<file path="config.mk">
export PLATFORM = sky130hd
export DESIGN_NAME = lsd_reg_bank
export DESIGN_NICKNAME = d
export VERILOG_FILES = /design/src/lsd_pkg.sv /design/src/lsd_manual_timer.sv /design/src/lsd_reg_bank.sv
export VERILOG_INCLUDE_DIRS = /design/src /design/src/src
export SDC_FILE = /design/constraint.sdc
export NUM_CORES = 1
export LEC_CHECK = 0
export BUFFER_PORTS_ARGS = -buffer_cell sky130_fd_sc_hd__buf_2
export CAP_MARGIN = 30
export CORE_MARGIN = 1
export CORE_UTILIZATION = 50
export CTS_CLUSTER_SIZE = 24
export DETAILED_ROUTE_END_ITERATION = 10
export PLACE_DENSITY = 0.68
export SLEW_MARGIN = 20
export SYNTH_ARGS = -nofsm -noshare
export SYNTH_HDL_FRONTEND = slang
export SYNTH_SLANG_ARGS = --single-unit
export TNS_END_PERCENT = 100
</file>
<file path="constraint.sdc">
create_clock -name clk -period 5.32 [get_ports clk]
set_input_delay 0.532 -clock clk [delete_from_list [all_inputs] [get_ports clk]]
set_output_delay 0.532 -clock clk [all_outputs]
set_load 0.05 [all_outputs]
</file>
<file path="src/lsd_regs.svh">
// register offsets, field positions, reset values and timing counts
// for the light sensor register bank; definitions only
`ifndef LSD_REGS_SVH
`define LSD_REGS_SVH

// ****************************************************************
// register offsets
// ****************************************************************
`define LSD_ADDR_IRQ_CTRL 5'h02
`define LSD_ADDR_LOW_TH_LSB 5'h03
`define LSD_ADDR_LOW_TH_MSB 5'h04
`define LSD_ADDR_HIGH_TH_LSB 5'h05
`define LSD_ADDR_HIGH_TH_MSB 5'h06
`define LSD_ADDR_ANALOG 5'h07
`define LSD_ADDR_PART_REV 5'h12
`define LSD_ADDR_CH0_LSB 5'h14
`define LSD_ADDR_CH0_MSB 5'h15
`define LSD_ADDR_CH1_LSB 5'h16
`define LSD_ADDR_CH1_MSB 5'h17
`define LSD_ADDR_TIMER_LSB 5'h18
`define LSD_ADDR_TIMER_MSB 5'h19
`define LSD_ADDR_VARIANT 5'h1e

// ****************************************************************
// field positions
// ****************************************************************
`define LSD_CMD_BIT 7
`define LSD_TXN_HI 6
`define LSD_TXN_LO 5
`define LSD_PTR_HI 4
`define LSD_HALT_BIT 6
`define LSD_MODE_BIT 4
`define LSD_PERSIST_HI 3
`define LSD_GAIN_HI 2
`define LSD_VARIANT_HI 5
`define LSD_VARIANT_LO 4

// ****************************************************************
// reset values and identity (identity values are arbitrary)
// ****************************************************************
`define LSD_RST_BYTE 8'h00
`define LSD_RST_WORD 16'h0000
`define LSD_PART_CODE 4'h5
`define LSD_REV_CODE 4'h2
`define LSD_VARIANT_CODE 2'h1

// ****************************************************************
// timing
// ****************************************************************
`define LSD_CLK_PERIOD_NS 20
`define LSD_TIMER_STEP_NS 10900
`define LSD_TIMER_STEP_CYC (`LSD_TIMER_STEP_NS / `LSD_CLK_PERIOD_NS)

`endif

</file>
<file path="src/lsd_pkg.sv">
// types shared by the light sensor register bank
// assumes lsd_regs.svh is on the include path
package lsd_pkg;
    typedef logic [7:0] lsd_byte_t;
    typedef logic [4:0] lsd_addr_t;
    typedef logic [15:0] lsd_word_t;
    // transaction field of a command byte, in field order
    typedef enum logic [1:0] {
        LSD_TXN_BYTE,
        LSD_TXN_WORD,
        LSD_TXN_BLOCK,
        LSD_TXN_SPECIAL
    } lsd_txn_t;
endpackage : lsd_pkg

</file>
<file path="src/lsd_manual_timer.sv">
// manual integration timer: counts 10.9 us steps while run is high
// assumes run comes from logic on the same clock
`timescale 1ns/1ps
`include "lsd_regs.svh"
module lsd_manual_timer
    import lsd_pkg::*;
(
    // clock and reset
    input wire logic clk,
    input wire logic reset,
    // control
    input wire logic run,
    // elapsed steps
    output lsd_word_t count
);
    localparam logic [9:0] STEP_LAST = 10'(`LSD_TIMER_STEP_CYC - 1);

    logic run_reg, run_next;
    logic [9:0] pre_reg, pre_next;
    lsd_word_t count_reg, count_next;

    always_comb begin
        run_next = run;
        pre_next = pre_reg;
        count_next = count_reg;
        if (run && !run_reg) begin
            // a fresh integration starts from zero
            pre_next = 10'h000;
            count_next = 16'h0000;
        end else if (run) begin
            if (pre_reg == STEP_LAST) begin
                pre_next = 10'h000;
                // wraps past 714.3 ms, as the hardware does
                count_next = count_reg + 16'h0001;
            end else begin
                pre_next = pre_reg + 10'h001;
            end
        end
    end

    always_ff @(posedge clk or posedge reset) begin
        if (reset) begin
            run_reg <= 1'b0;
            pre_reg <= 10'h000;
            count_reg <= 16'h0000;
        end else begin
            run_reg <= run_next;
            pre_reg <= pre_next;
            count_reg <= count_next;
        end
    end

    assign count = count_reg;
endmodule : lsd_manual_timer

</file>
<file path="src/lsd_reg_bank.sv">
// interrupt, threshold, gain, id and data registers of the sensor
// assumes a serial-bus framer delivers bytes on clk and the adc core
// reports each finished conversion with a one-cycle pulse
`timescale 1ns/1ps
`include "lsd_regs.svh"
module lsd_reg_bank
    import lsd_pkg::*;
(
    // clock and reset
    input wire logic clk,
    input wire logic reset,
    // byte port from the bus framer
    input wire logic xfer_start,
    input wire logic wr_stb,
    input wire lsd_byte_t wr_byte,
    input wire logic rd_stb,
    output lsd_byte_t rd_byte,
    output logic rd_valid,
    // adc core
    input wire logic adc_enable,
    input wire logic conv_done,
    input wire lsd_word_t ch0_in,
    input wire lsd_word_t ch1_in,
    input wire logic manual_run,
    output logic adc_halt,
    output logic [2:0] gain_sel,
    // open-drain interrupt pin
    output logic irq_pin_out,
    output logic irq_pin_oe
);
    // ****************************************************************
    // helpers
    // ****************************************************************
    function automatic lsd_addr_t cur_addr(lsd_addr_t p, lsd_addr_t i);
        cur_addr = p + i;
    endfunction : cur_addr

    function automatic logic out_of_window(lsd_word_t v, lsd_word_t lo,
                                           lsd_word_t hi);
        out_of_window = (v <= lo) || (v > hi);
    endfunction : out_of_window

    // ****************************************************************
    // state
    // ****************************************************************
    lsd_addr_t ptr_reg, ptr_next;
    lsd_addr_t idx_reg, idx_next;
    logic first_reg, first_next;
    lsd_byte_t irq_ctrl_reg, irq_ctrl_next;
    lsd_word_t low_th_reg, low_th_next;
    lsd_word_t high_th_reg, high_th_next;
    logic [2:0] gain_reg, gain_next;
    lsd_byte_t variant_reg, variant_next;
    lsd_word_t ch0_reg, ch0_next;
    lsd_word_t ch1_reg, ch1_next;
    lsd_byte_t shadow0_reg, shadow0_next;
    lsd_byte_t shadow1_reg, shadow1_next;
    lsd_byte_t rd_byte_reg, rd_byte_next;
    logic rd_valid_reg, rd_valid_next;
    logic [3:0] cnt_reg, cnt_next;
    logic pend_reg, pend_next;
    logic halt_reg, halt_next;
    logic oe_reg, oe_next;
    lsd_word_t timer_count;
    lsd_addr_t acc_addr;
    logic is_cmd, irq_clear, irq_set, conv_ok, oow;
    logic [3:0] persist;
    logic [4:0] cnt_inc;

    lsd_manual_timer lsd_manual_timer_i (
        .clk(clk),
        .reset(reset),
        .run(manual_run),
        .count(timer_count)
    );

    // ****************************************************************
    // host access and registers
    // ****************************************************************
    assign acc_addr = cur_addr(ptr_reg, idx_reg);
    // a byte that collides with a restart is dropped, clear included
    assign is_cmd = wr_stb && first_reg && !xfer_start &&
        wr_byte[`LSD_CMD_BIT];
    assign irq_clear = is_cmd &&
        (lsd_txn_t'(wr_byte[`LSD_TXN_HI:`LSD_TXN_LO]) == LSD_TXN_SPECIAL);

    always_comb begin
        ptr_next = ptr_reg;
        idx_next = idx_reg;
        first_next = first_reg;
        irq_ctrl_next = irq_ctrl_reg;
        low_th_next = low_th_reg;
        high_th_next = high_th_reg;
        gain_next = gain_reg;
        variant_next = variant_reg;
        if (xfer_start) begin
            first_next = 1'b1;
            idx_next = 5'h00;
        end else if (is_cmd) begin
            ptr_next = wr_byte[`LSD_PTR_HI:0];
            idx_next = 5'h00;
            first_next = 1'b0;
        end else if (wr_stb) begin
            first_next = 1'b0;
            idx_next = idx_reg + 5'h01;
            unique case (acc_addr)
                `LSD_ADDR_IRQ_CTRL: irq_ctrl_next = wr_byte;
                `LSD_ADDR_LOW_TH_LSB: low_th_next[7:0] = wr_byte;
                `LSD_ADDR_LOW_TH_MSB: low_th_next[15:8] = wr_byte;
                `LSD_ADDR_HIGH_TH_LSB: high_th_next[7:0] = wr_byte;
                `LSD_ADDR_HIGH_TH_MSB: high_th_next[15:8] = wr_byte;
                `LSD_ADDR_ANALOG: gain_next = wr_byte[`LSD_GAIN_HI:0];
                `LSD_ADDR_VARIANT: variant_next = wr_byte;
                default: ;
            endcase
        end else if (rd_stb) begin
            first_next = 1'b0;
            idx_next = idx_reg + 5'h01;
        end
    end

    always_ff @(posedge clk or posedge reset) begin
        if (reset) begin
            ptr_reg <= 5'h00;
            idx_reg <= 5'h00;
            first_reg <= 1'b0;
            irq_ctrl_reg <= `LSD_RST_BYTE;
            low_th_reg <= `LSD_RST_WORD;
            high_th_reg <= `LSD_RST_WORD;
            gain_reg <= 3'h0;
            variant_reg <= {2'h0, `LSD_VARIANT_CODE, 4'h0};
        end else begin
            ptr_reg <= ptr_next;
            idx_reg <= idx_next;
            first_reg <= first_next;
            irq_ctrl_reg <= irq_ctrl_next;
            low_th_reg <= low_th_next;
            high_th_reg <= high_th_next;
            gain_reg <= gain_next;
            variant_reg <= variant_next;
        end
    end

    // ****************************************************************
    // conversion data and read path
    // ****************************************************************
    always_comb begin
        ch0_next = ch0_reg;
        ch1_next = ch1_reg;
        shadow0_next = shadow0_reg;
        shadow1_next = shadow1_reg;
        rd_byte_next = rd_byte_reg;
        rd_valid_next = 1'b0;
        if (conv_ok) begin
            ch0_next = ch0_in;
            ch1_next = ch1_in;
        end
        if (rd_stb && !wr_stb) begin
            rd_valid_next = 1'b1;
            unique case (acc_addr)
                `LSD_ADDR_IRQ_CTRL: rd_byte_next = irq_ctrl_reg;
                `LSD_ADDR_LOW_TH_LSB: rd_byte_next = low_th_reg[7:0];
                `LSD_ADDR_LOW_TH_MSB: rd_byte_next = low_th_reg[15:8];
                `LSD_ADDR_HIGH_TH_LSB: rd_byte_next = high_th_reg[7:0];
                `LSD_ADDR_HIGH_TH_MSB: rd_byte_next = high_th_reg[15:8];
                `LSD_ADDR_ANALOG: rd_byte_next = {5'h00, gain_reg};
                `LSD_ADDR_PART_REV:
                    rd_byte_next = {`LSD_PART_CODE, `LSD_REV_CODE};
                `LSD_ADDR_CH0_LSB: begin
                    rd_byte_next = ch0_reg[7:0];
                    shadow0_next = ch0_reg[15:8];
                end
                `LSD_ADDR_CH0_MSB: rd_byte_next = shadow0_reg;
                `LSD_ADDR_CH1_LSB: begin
                    rd_byte_next = ch1_reg[7:0];
                    shadow1_next = ch1_reg[15:8];
                end
                `LSD_ADDR_CH1_MSB: rd_byte_next = shadow1_reg;
                `LSD_ADDR_TIMER_LSB: rd_byte_next = timer_count[7:0];
                `LSD_ADDR_TIMER_MSB: rd_byte_next = timer_count[15:8];
                `LSD_ADDR_VARIANT: rd_byte_next = variant_reg;
                default: rd_byte_next = 8'h00;
            endcase
        end
    end

    always_ff @(posedge clk or posedge reset) begin
        if (reset) begin
            ch0_reg <= `LSD_RST_WORD;
            ch1_reg <= `LSD_RST_WORD;
            shadow0_reg <= `LSD_RST_BYTE;
            shadow1_reg <= `LSD_RST_BYTE;
            rd_byte_reg <= `LSD_RST_BYTE;
            rd_valid_reg <= 1'b0;
        end else begin
            ch0_reg <= ch0_next;
            ch1_reg <= ch1_next;
            shadow0_reg <= shadow0_next;
            shadow1_reg <= shadow1_next;
            rd_byte_reg <= rd_byte_next;
            rd_valid_reg <= rd_valid_next;
        end
    end

    // ****************************************************************
    // interrupt and halt
    // ****************************************************************
    // a halted adc may still pulse; such results are dropped
    assign conv_ok = conv_done && !halt_reg;
    assign persist = irq_ctrl_reg[`LSD_PERSIST_HI:0];
    assign oow = out_of_window(ch0_in, low_th_reg, high_th_reg);
    assign cnt_inc = {1'b0, cnt_reg} + 5'h01;

    always_comb begin
        cnt_next = cnt_reg;
        irq_set = 1'b0;
        halt_next = halt_reg;
        if (conv_ok) begin
            if (persist == 4'h0) begin
                irq_set = 1'b1;
            end else if (oow) begin
                if (cnt_reg != 4'hf) begin
                    cnt_next = cnt_inc[3:0];
                end
                irq_set = (cnt_inc >= {1'b0, persist});
            end else begin
                cnt_next = 4'h0;
            end
        end
        // set beats clear so an event in the clear cycle is kept
        pend_next = (pend_reg && !irq_clear) ||
            (irq_set && irq_ctrl_reg[`LSD_MODE_BIT]);
        oe_next = pend_next && irq_ctrl_next[`LSD_MODE_BIT];
        if (pend_reg && irq_ctrl_reg[`LSD_HALT_BIT]) begin
            halt_next = 1'b1;
        end else if (!adc_enable && !pend_reg) begin
            halt_next = 1'b0;
        end
    end

    always_ff @(posedge clk or posedge reset) begin
        if (reset) begin
            cnt_reg <= 4'h0;
            pend_reg <= 1'b0;
            halt_reg <= 1'b0;
            oe_reg <= 1'b0;
        end else begin
            cnt_reg <= cnt_next;
            pend_reg <= pend_next;
            halt_reg <= halt_next;
            oe_reg <= oe_next;
        end
    end

    // open-drain: level is always low, the enable does the signalling
    logic pin_out_reg;
    always_ff @(posedge clk or posedge reset) begin
        if (reset) begin
            pin_out_reg <= 1'b0;
        end else begin
            pin_out_reg <= 1'b0;
        end
    end

    assign rd_byte = rd_byte_reg;
    assign rd_valid = rd_valid_reg;
    assign adc_halt = halt_reg;
    assign gain_sel = gain_reg;
    assign irq_pin_out = pin_out_reg;
    assign irq_pin_oe = oe_reg;
endmodule : lsd_reg_bank

</file>
==> out/metrics.yaml, run 1 <==
sta:
  finalCritPeriodShare: 0.6340
  skew_ps: 7.642
  rsz0062_at_grt: "no"
  fin_crit_ps: 3373
  timing_hold_violations_final: 0
  slew_headroom: 0.5005
  timing.fmax_mhz: 296.5
  drv_slew: 0
  setup_ws_ps: 1947
  worst_slew_pin_slew_ps: 742.4
  setup_viol: 0
  setup_tns_ps: 0
worst_setup_path:
  critPathBufInv: 1
  crit_chain: "ha_1 -> fa_1 -> a21o_1 -> a21oi_2 -> xnor2_2 -> buf_6 -> nor4b_4 -> and2_1 -> mux2_1"
  rrSetupSlack_ps: 1950
  crit_path_max_incr_delay_ps: 540
  path_delay_family: "simple AND/OR/NAND/NOR gates"
  slowest_stage: "nor4b_4"
  reg2reg_from: "idx_reg[0]"
  worstPathRequired_ps: 5630
  reg2regPathDepth: 9
  cp-start-kind: "flop"
  critPathKind: "reg2reg"
  r2r-end: "variant_reg[0]"
  endpoint_kind: "flop"
  crit_fanout: 14
  worstPathArrival_ps: 3680
place:
  post-dp-hpwl_mm: 15.47
  place_area_um2: 8626
  gp_congestion: 0.9907
  numPortBuffers: 61
  post-place-ws_ps: 1877
synth:
  syn_inst: 707
  ys_warn_count: 0
  ys_seq_area_frac: 0.4722
  yosysUniqueCellTypes: 68
  synth-edff-count: 0
  netlist_area_um2: 8112
  synth_area_per_cell_um2: 11.47
  ys_ff_latch: 153
  synth.top_cell.area_share: 0.4689
  synth-main-ff-cell: "dfrtp_1"
  yosysTopAreaCell: "dfrtp_1"
  synth_nets: 801
  synth_top_cells_by_area: "dfrtp_1 47%, mux2_2 14%, ha_1 6.9%"
  synth-async-reset-ratio: 1.000
global_routing:
  grt_pass1_wl_mm: 33.67
  grt.overflow.total: 0
  antenna_found_initial: 0
  track_usage: 0.2723
  grt_pass1_vias: 5990
  grt_max_degree: 102
layout:
  most-common-layout-cells: "152 x dfrtp_1, 104 x mux2_2, 61 x buf_2"
  final_common_cell: "dfrtp_1"
  diodes: 0
  fillers: 1355
  drive_gt1_frac: 0.2937
  area_growth_pct: 14.82
  fin_area_um2: 9314
  nNetsFinal: 864
clock_tree:
  root_buffer: "clkbuf_16"
  cts_setup_buffers: 0
  cts_tree: "done"
  path_clk_slew_ps: 60
  clock_sinks: 153
  clk_latency_ps: 430
  clockBufferDepth: 2
  cts_buffers: 17
  cts_hold_buf: 0
  cts.repair.resized: 0
  cts_max_level: 4
floorplan:
  die_area_um2: 16740
  fp.dieW_um: 129.4
  placementRows: 46
  io_pins: 63
  core_area_um2: 15890
  die_h_um: 129.4
  initial_core_util: 0.5106
routing:
  drtIter0Drc: 563
  dr.pass1.iters: 7
  vias_per_cell: 6.020
  avgRoutedWirePerCell_um: 21.37
  drcViolationCount: 0
  wl_mm: 21.35
  ant_nets: 0
  vias: 6014
run_status:
  status: "complete, no violations"
worst_hold_path:
  hold_class: "in2async"
pwr:
  p_per_area_nw_per_um2: 487.1
  irDropWorstVdd_uv: 300.2
  p_leak_nw: 4.271
job:
  cap_violations: 0
-- power breakdown --
group          internal (mW)  leakage (nW)  switching, mW
Combinational          0.627          2.00          0.757
Sequential              1.54          1.97          0.333
Clock                  0.789         0.299          0.494
Total                   2.95          4.27           1.58
-- final cells by class --
| cell class | instances | area (um2) | area share |
|---|---|---|---|
| clock buffers | 22 | 484.2 | 0.05199 |
| clock inverters | 10 | 140.1 | 0.01505 |
| inverters | 45 | 173.9 | 0.01867 |
| multi-input cells | 483 | 4001 | 0.4296 |
| flip-flops and latches | 153 | 3830 | 0.4112 |
| well taps | 216 | 270.3 | 0.02902 |
| repair buffers | 70 | 414.1 | 0.04447 |
-- synthesized netlist by cell type, types with 13 or more instances --
master   number
ha_1         45
dfrtp_1     152
inv_1        45
nand3_1      21
nand4_1      19
nor2_1       38
o21ai_0      18
a21oi_1      24
xor2_1       15
nand2_1      38
mux2_2      104
a22oi_1      13
-- logic make-up (layout without fill, tap and decap cells) --
| family | count (synthesis) | count (layout) | share of synthesized area |
|---|---|---|---|
| and+or+nand+nor | 175 | 175 | 0.1175 |
| adders and majority gates | 46 | 46 | 0.07188 |
| muxes | 115 | 115 | 0.1607 |
| xor gates and xnor gates | 27 | 27 | 0.03101 |
| AOI/OAI and AO/OA | 119 | 119 | 0.1092 |
| buffers and inverters | 71 | 147 | 0.03702 |
| other | 1 | 1 | 0.0004623 |
| DFF | 153 | 153 | 0.4722 |
-- metal layers --
layer,GRT usage,routed length (um),vias to the layer above
met5,0,0,-
met4,0.1080,745,0
met3,0.06111,1393,49
met2,0.4516,10390,214
met1,0.3465,8828,3024
li1,-,-,2727
-- per-stage QoR --
stage	utilization	hold WS, ps	total power [mW]	std cells
2_1_floorplan	-	458.8	2.789	707
3_3_place_gp	0.5413	473.8	3.144	962
3_5_place_dp	0.5430	485.6	3.238	963
4_1_cts	0.5823	317.2	4.528	995
5_1_grt	0.5863	123.8	4.771	999
6_report	0.5863	97.90	4.537	999
-- how the worst max path moves through the flow --
stage,startpoint,to,cells after the start
finish,idx_reg[0],variant_reg[0],9
floorplan,reset,adc_halt,1
detailed placement,idx_reg[0],variant_reg[0],8
global placement,idx_reg[0],variant_reg[6],8
CTS,idx_reg[0],variant_reg[0],8
global route,idx_reg[0],variant_reg[3],9
No activity file was read; power rests on OpenSTA's default activity.
==> inputs of run 2 (changes only) <==
- clock period: 5.32 -> 3.29 ns (I/O delays scaled with it)
==> run 2 against run 1 <==
Flip-flop and latch count is the same. Total power grew 62%. Worst hold slack gained 32 ps. Non-clock buffer count grew 11. Die area is the same. Register-to-register slack lost 1900 ps. Via count shrank 0.58%. Clock power grew 62%. Clock skew shrank 1.9 ps. Count of clock-buffer cells in the layout shrank 3. Critical path type unchanged. Highest routed layer unchanged.
==> out/metrics.yaml, run 2 (synthesized netlist as in run 1, its figures left out) <==
place:
  numPortBuffers: 61  # unchanged
  gp_congestion: 0.8468  # was 0.9907
  post-dp-hpwl_mm: 15.45  # was 15.47 mm
  place_inst: 977  # was 963
clock_tree:
  cts_setup_buffers: 0  # unchanged
  cts_buffers: 17  # unchanged
  path_clk_slew_ps: 60  # about the same
  clockBufferDepth: 2  # unchanged
  clock_sinks: 153  # unchanged
  cts_max_level: 4  # unchanged
  clk_latency_ps: 430  # about the same
  cts_tree: "done"  # unchanged
  root_buffer: "clkbuf_16"  # unchanged
job:
  cap_violations: 0  # unchanged
sta:
  slew_headroom: 0.4103  # was 0.5005
  drv_slew: 0  # unchanged
  timing.fmax_mhz: 309.1  # was 296.5 MHz
  setup_viol: 0  # unchanged
  timing_hold_violations_final: 0  # unchanged
  worst_slew_pin_slew_ps: 880.3  # was 742.4 ps
  finalCritPeriodShare: 0.9832  # was 0.6340
  setup_tns_ps: 0  # unchanged
  fin_crit_ps: 3235  # was 3373 ps
  skew_ps: 5.774  # was 7.642 ps
  rsz0062_at_grt: "yes"  # was no
routing:
  vias: 5979  # was 6,014
  wl_mm: 21.22  # was 21.35 mm
  avgRoutedWirePerCell_um: 21.03  # was 21.37 um
  vias_per_cell: 5.926  # was 6.020
  dr.pass1.iters: 6  # was 7
  ant_nets: 0  # unchanged
  drcViolationCount: 0  # unchanged
  drtIter0Drc: 410  # was 563
floorplan:
  placementRows: 46  # unchanged
  fp.dieW_um: 129.4  # unchanged
  die_area_um2: 16740  # unchanged
  io_pins: 63  # unchanged
  die_h_um: 129.4  # unchanged
  initial_core_util: 0.5106  # unchanged
  core_area_um2: 15890  # unchanged
pwr:
  p_leak_nw: 4.308  # was 4.271 nW
  p_per_area_nw_per_um2: 783.9  # was 487.1 nW/um2
  irDropWorstVdd_uv: 524.3  # was 300.2 uV
  total_power_mw: 7.341  # was 4.537 mW
global_routing:
  track_usage: 0.2744  # was 0.2723
  grt_pass1_vias: 6150  # was 5,990
  grt_pass1_wl_mm: 33.83  # was 33.67 mm
  grt.overflow.total: 0  # unchanged
  grt_max_degree: 144  # was 102
  antenna_found_initial: 1  # was 0
layout:
  drive_gt1_frac: 0.3039  # was 0.2937
  area_growth_pct: 15.44  # was 14.82%
  nNetsFinal: 875  # was 864
  final_core_util: 0.5895  # was 0.5863
  finalNonFillerCells: 1009  # was 999
  most-common-layout-cells: "152 x dfrtp_1, 104 x mux2_2, 61 x buf_2"  # unchanged
  diodes: 0  # unchanged
  final_common_cell: "dfrtp_1"  # unchanged
worst_setup_path:
  crit_start: "idx_reg[0]"  # unchanged
  worstPathArrival_ps: 3550  # was 3680 ps
  endpoint_kind: "flop"  # unchanged
  rrSetupSlack_ps: 60  # was 1950 ps
  worstPathRequired_ps: 3600  # was 5630 ps
  r2r-end: "rd_byte[5]"  # was variant_reg[0]
  reg2regPathDepth: 10  # was 9
  crit_fanout: 11  # was 14
  reg2reg_from: "idx_reg[0]"  # unchanged
  critPathKind: "reg2reg"  # unchanged
  cp-start-kind: "flop"  # unchanged
  endpoint: "rd_byte[5]"  # was variant_reg[0]
worst_hold_path:
  hold_class: "in2reg"  # was in2async
run_status:
  status: "complete, no violations"  # unchanged
[run 2: cell count changes in the layout (fill, tap and decap cells not counted), moves of 2 or more]
cell | before | now
buf_4 | 5 | 17
clkbuf_8 | 4 | 1
buf_16 | 2 | 0
clkinvlp_4 | 3 | 5
buf_12 | 0 | 2
[run 2: layout make-up]
cell class	instances	area, um2
clock buffers	19	442.9
clock inverters	12	173.9
fillers	1367	6521
inverters	45	172.7
multi-input cells	483	3991
flip-flops and latches	153	3830
well taps	216	270.3
repair buffers	81	483.0
[run 2: report_power, final]
| group | switching [mW] | leakage (nW) | internal, mW | total [mW] |
|---|---|---|---|---|
| registers | 0.489 | 1.97 | 2.49 | 2.97 |
| clock network | 0.789 | 0.291 | 1.28 | 2.07 |
| logic | 1.25 | 2.04 | 1.04 | 2.29 |
[run 2: metrics by stage]
step | worst slack, ps | hold slack, ps | instance area (um2)
finish | 55.21 | 129.8 | 9364
global route | -11.04 | 123.4 | 9364
CTS | 83.51 | 115.8 | 9361
detailed placement | 123.2 | 290.5 | 8735
global placement | 187.3 | 289.1 | 8735
floorplan | 447.7 | 360.4 | 8115
[run 2: timing repair]
action,CTS,global route
endpoints found under the hold margin,10,0
hold buffers,1,0
gates resized for setup,0,2
setup endpoints to repair,0,9
[run 2: worst min path at each step]
stage	to	startpoint	slack, ps	cells after the start
floorplan	lsd_manual_timer_i.run_reg	manual_run	360	0
global placement	lsd_manual_timer_i.pre_reg[6]	reset	290	2
detailed placement	lsd_manual_timer_i.pre_reg[7]	reset	290	2
CTS	ch1_reg[8]	ch1_in[8]	120	2
global route	ch1_reg[8]	ch1_in[8]	120	2
finish	ch1_reg[8]	ch1_in[8]	130	2
[run 2: worst max-delay path, stage by stage (launching register included)]
cell and delay, ps:
dfrtp_1 430, ha_1 240, fa_1 410, a21o_1 210, a21oi_2 280, xnor2_2 380
nor4b_4 110, buf_4 210, a222oi_1 360, o21ai_0 220, o221a_2 260
[run 2: routing by layer]
layer  share of wire  GRT usage  up-vias  wire length [um]
met4           0.017    0.07612        0               359
li1                -          -     2738                 -
met5               0          0        -                 0
met1            0.44     0.3554     3055              9301
met3           0.048    0.05161       26              1011
met2            0.50     0.4703      160             10550
==> inputs of run 3 (changes only) <==
- PLACE_DENSITY: 0.68 -> 0.71
- clock period: 3.29 -> 2.8 ns (I/O delays scaled with it)
==> run 3 against run 2 <==
Register-to-register slack lost 30 ps. Design area grew 4.3%. Flip-flop and latch count is the same. Worst setup slack lost 30 ps. Core utilization grew 2.5 points. Clock skew grew 5.7 ps. Combinational power grew 29%. Die area is the same. Critical endpoint unchanged. Largest power group unchanged.
==> out/metrics.yaml, run 3 (synthesized netlist as in run 1, its figures left out) <==
worst_setup_path:
  crit_chain: "ha_1 -> or2_1 -> a21o_1 -> and2_4 -> and4b_1 -> buf_6 -> a222oi_1 -> o21ai_1 -> o221a_2"  # was ha_1 -> fa_1 -> a21o_1 -> a21oi_2 -> xnor2_2 -> nor4b_4 -> buf_4 -> a222oi_1 -> o21ai_0 -> o221a_2
  slowest_stage: "dfrtp_1"  # unchanged
  reg2regPathDepth: 9  # was 10
  r2r-end: "rd_byte[5]"  # unchanged
  worstSetupPathDepth: 9  # was 10
  cp-start-kind: "flop"  # unchanged
  worstPathRequired_ps: 3130  # was 3600 ps
  crit_fanout: 9  # was 11
  critPathBufInv: 1  # unchanged
  critPathKind: "reg2reg"  # unchanged
  endpoint_kind: "flop"  # unchanged
  path_delay_family: "compound AO/OA/AOI/OAI gates"  # unchanged
  crit_path_max_incr_delay_ps: 430  # about the same
  reg2reg_from: "idx_reg[2]"  # was idx_reg[0]
  rrSetupSlack_ps: 30  # was 60 ps
  worstPathArrival_ps: 3100  # was 3550 ps
routing:
  dr.pass1.iters: 6  # unchanged
  vias: 6304  # was 5,979
  vias_per_cell: 6.015  # was 5.926
  avgRoutedWirePerCell_um: 21.18  # was 21.03 um
  drcViolationCount: 0  # unchanged
  wl_mm: 22.19  # was 21.22 mm
  ant_nets: 0  # unchanged
  drtIter0Drc: 705  # was 410
layout:
  nNetsFinal: 912  # was 875
  area_growth_pct: 20.36  # was 15.44%
  most-common-layout-cells: "152 x dfrtp_1, 104 x mux2_2, 61 x buf_2"  # unchanged
  fillers: 1281  # was 1,367
  drive_gt1_frac: 0.3454  # was 0.3039
  final_common_cell: "dfrtp_1"  # unchanged
  final_core_util: 0.6146  # was 0.5895
pwr:
  total_power_mw: 8.812  # was 7.341 mW
  p_per_area_nw_per_um2: 902.6  # was 783.9 nW/um2
  irDropWorstVdd_uv: 527.1  # was 524.3 uV
  p_leak_nw: 4.533  # was 4.308 nW
place:
  post-dp-hpwl_mm: 16.19  # was 15.45 mm
  numPortBuffers: 61  # unchanged
  gp_congestion: 0.9504  # was 0.8468
floorplan:
  die_area_um2: 16740  # unchanged
  initial_core_util: 0.5106  # unchanged
  io_pins: 63  # unchanged
  placementRows: 46  # unchanged
  core_area_um2: 15890  # unchanged
  die_h_um: 129.4  # unchanged
  fp.dieW_um: 129.4  # unchanged
run_status:
  status: "complete, no violations"  # unchanged
clock_tree:
  cts_max_level: 4  # unchanged
  clock_sinks: 153  # unchanged
  clk_latency_ps: 440  # was 430 ps
  cts_tree: "done"  # unchanged
  cts_hold_buf: 0  # was 1
  clockBufferDepth: 2  # unchanged
  cts_buffers: 17  # unchanged
  root_buffer: "clkbuf_16"  # unchanged
  path_clk_slew_ps: 60  # about the same
global_routing:
  track_usage: 0.2807  # was 0.2744
  grt_max_degree: 45  # was 144
  antenna_found_initial: 0  # was 1
  grt_pass1_vias: 6435  # was 6,150
  grt_pass1_wl_mm: 34.54  # was 33.83 mm
  grt.overflow.total: 0  # unchanged
sta:
  slew_headroom: 0.4402  # was 0.4103
  timing.fmax_mhz: 360.4  # was 309.1 MHz
  worst_slew_pin_slew_ps: 838.0  # was 880.3 ps
  rsz0062_at_grt: "yes"  # unchanged
  fin_crit_ps: 2775  # was 3235 ps
  skew_ps: 11.50  # was 5.774 ps
  finalCritPeriodShare: 0.9910  # was 0.9832
  drv_slew: 0  # unchanged
  setup_viol: 0  # unchanged
  timing_hold_violations_final: 0  # unchanged
worst_hold_path:
  hold_class: "in2async"  # was in2reg
job:
  cap_violations: 0  # unchanged
-- run 3: changes by cell type in the layout (fill, tap and decap cells not counted), moves of 2 or more --
cell,before,now
buf_6,0,3
buf_4,17,47
clkinvlp_4,5,3
buf_12,2,7
clkinv_2,3,5
-- run 3: worst max-delay path by stage --
stage,startpoint,endpoint,slack (ps)
5_1_grt,idx_reg[0],rd_byte[7],-90
4_1_cts,idx_reg[0],rd_byte[2],20
2_1_floorplan,idx_reg[0],variant_reg[7],20
6_report,idx_reg[2],rd_byte[5],30
3_5_place_dp,ptr_reg[0],gain_sel[1],-190
3_3_place_gp,ptr_reg[0],gain_sel[2],-120
-- run 3: cell type report --
type                    instances  area (um2)  area share
multi-input cells             483        4061      0.4160
diodes                          1       2.502   0.0002563
repair buffers                118       832.0     0.08522
inverters                      45       172.7     0.01769
clock buffers                  20       446.7     0.04575
clock inverters                12       147.6     0.01512
well taps                     216       270.3     0.02768
flip-flops and latches        153        3830      0.3923
-- run 3: routing by layer --
metal / up-vias / share of wire / global-route usage
met1: 3186 / 0.41 / 0.3514
met3: 59 / 0.070 / 0.07514
met2: 236 / 0.49 / 0.4545
li1: 2823 / - / -
met5: - / 0 / 0
met4: 0 / 0.032 / 0.1301
-- run 3: what timing repair did --
action | 4_1_cts | 5_1_grt
setup endpoints to repair | 43 | 42
resized for setup | 6 | 12
setup buffers | 2 | 3
pin swaps | 5 | 8
-- run 3: stage by stage --
stage	std cells	setup TNS (ps)	setup WS, ps	area (um2)	hold slack, ps
floorplan	707	0	21.62	8115	311.4
global placement	1010	-473.1	-121.9	9045	457.0
detailed placement	1010	-2869	-185.5	9045	473.2
CTS	1044	0	15.98	9677	15.29
global route	1047	-754.6	-86.89	9761	49.56
finish	1048	0	25.14	9763	3.509
-- run 3: power breakdown --
part           switching, mW  internal, mW
logic                   1.56          1.39
clock network          0.929          1.42
registers              0.594          2.92
total                   3.08          5.73
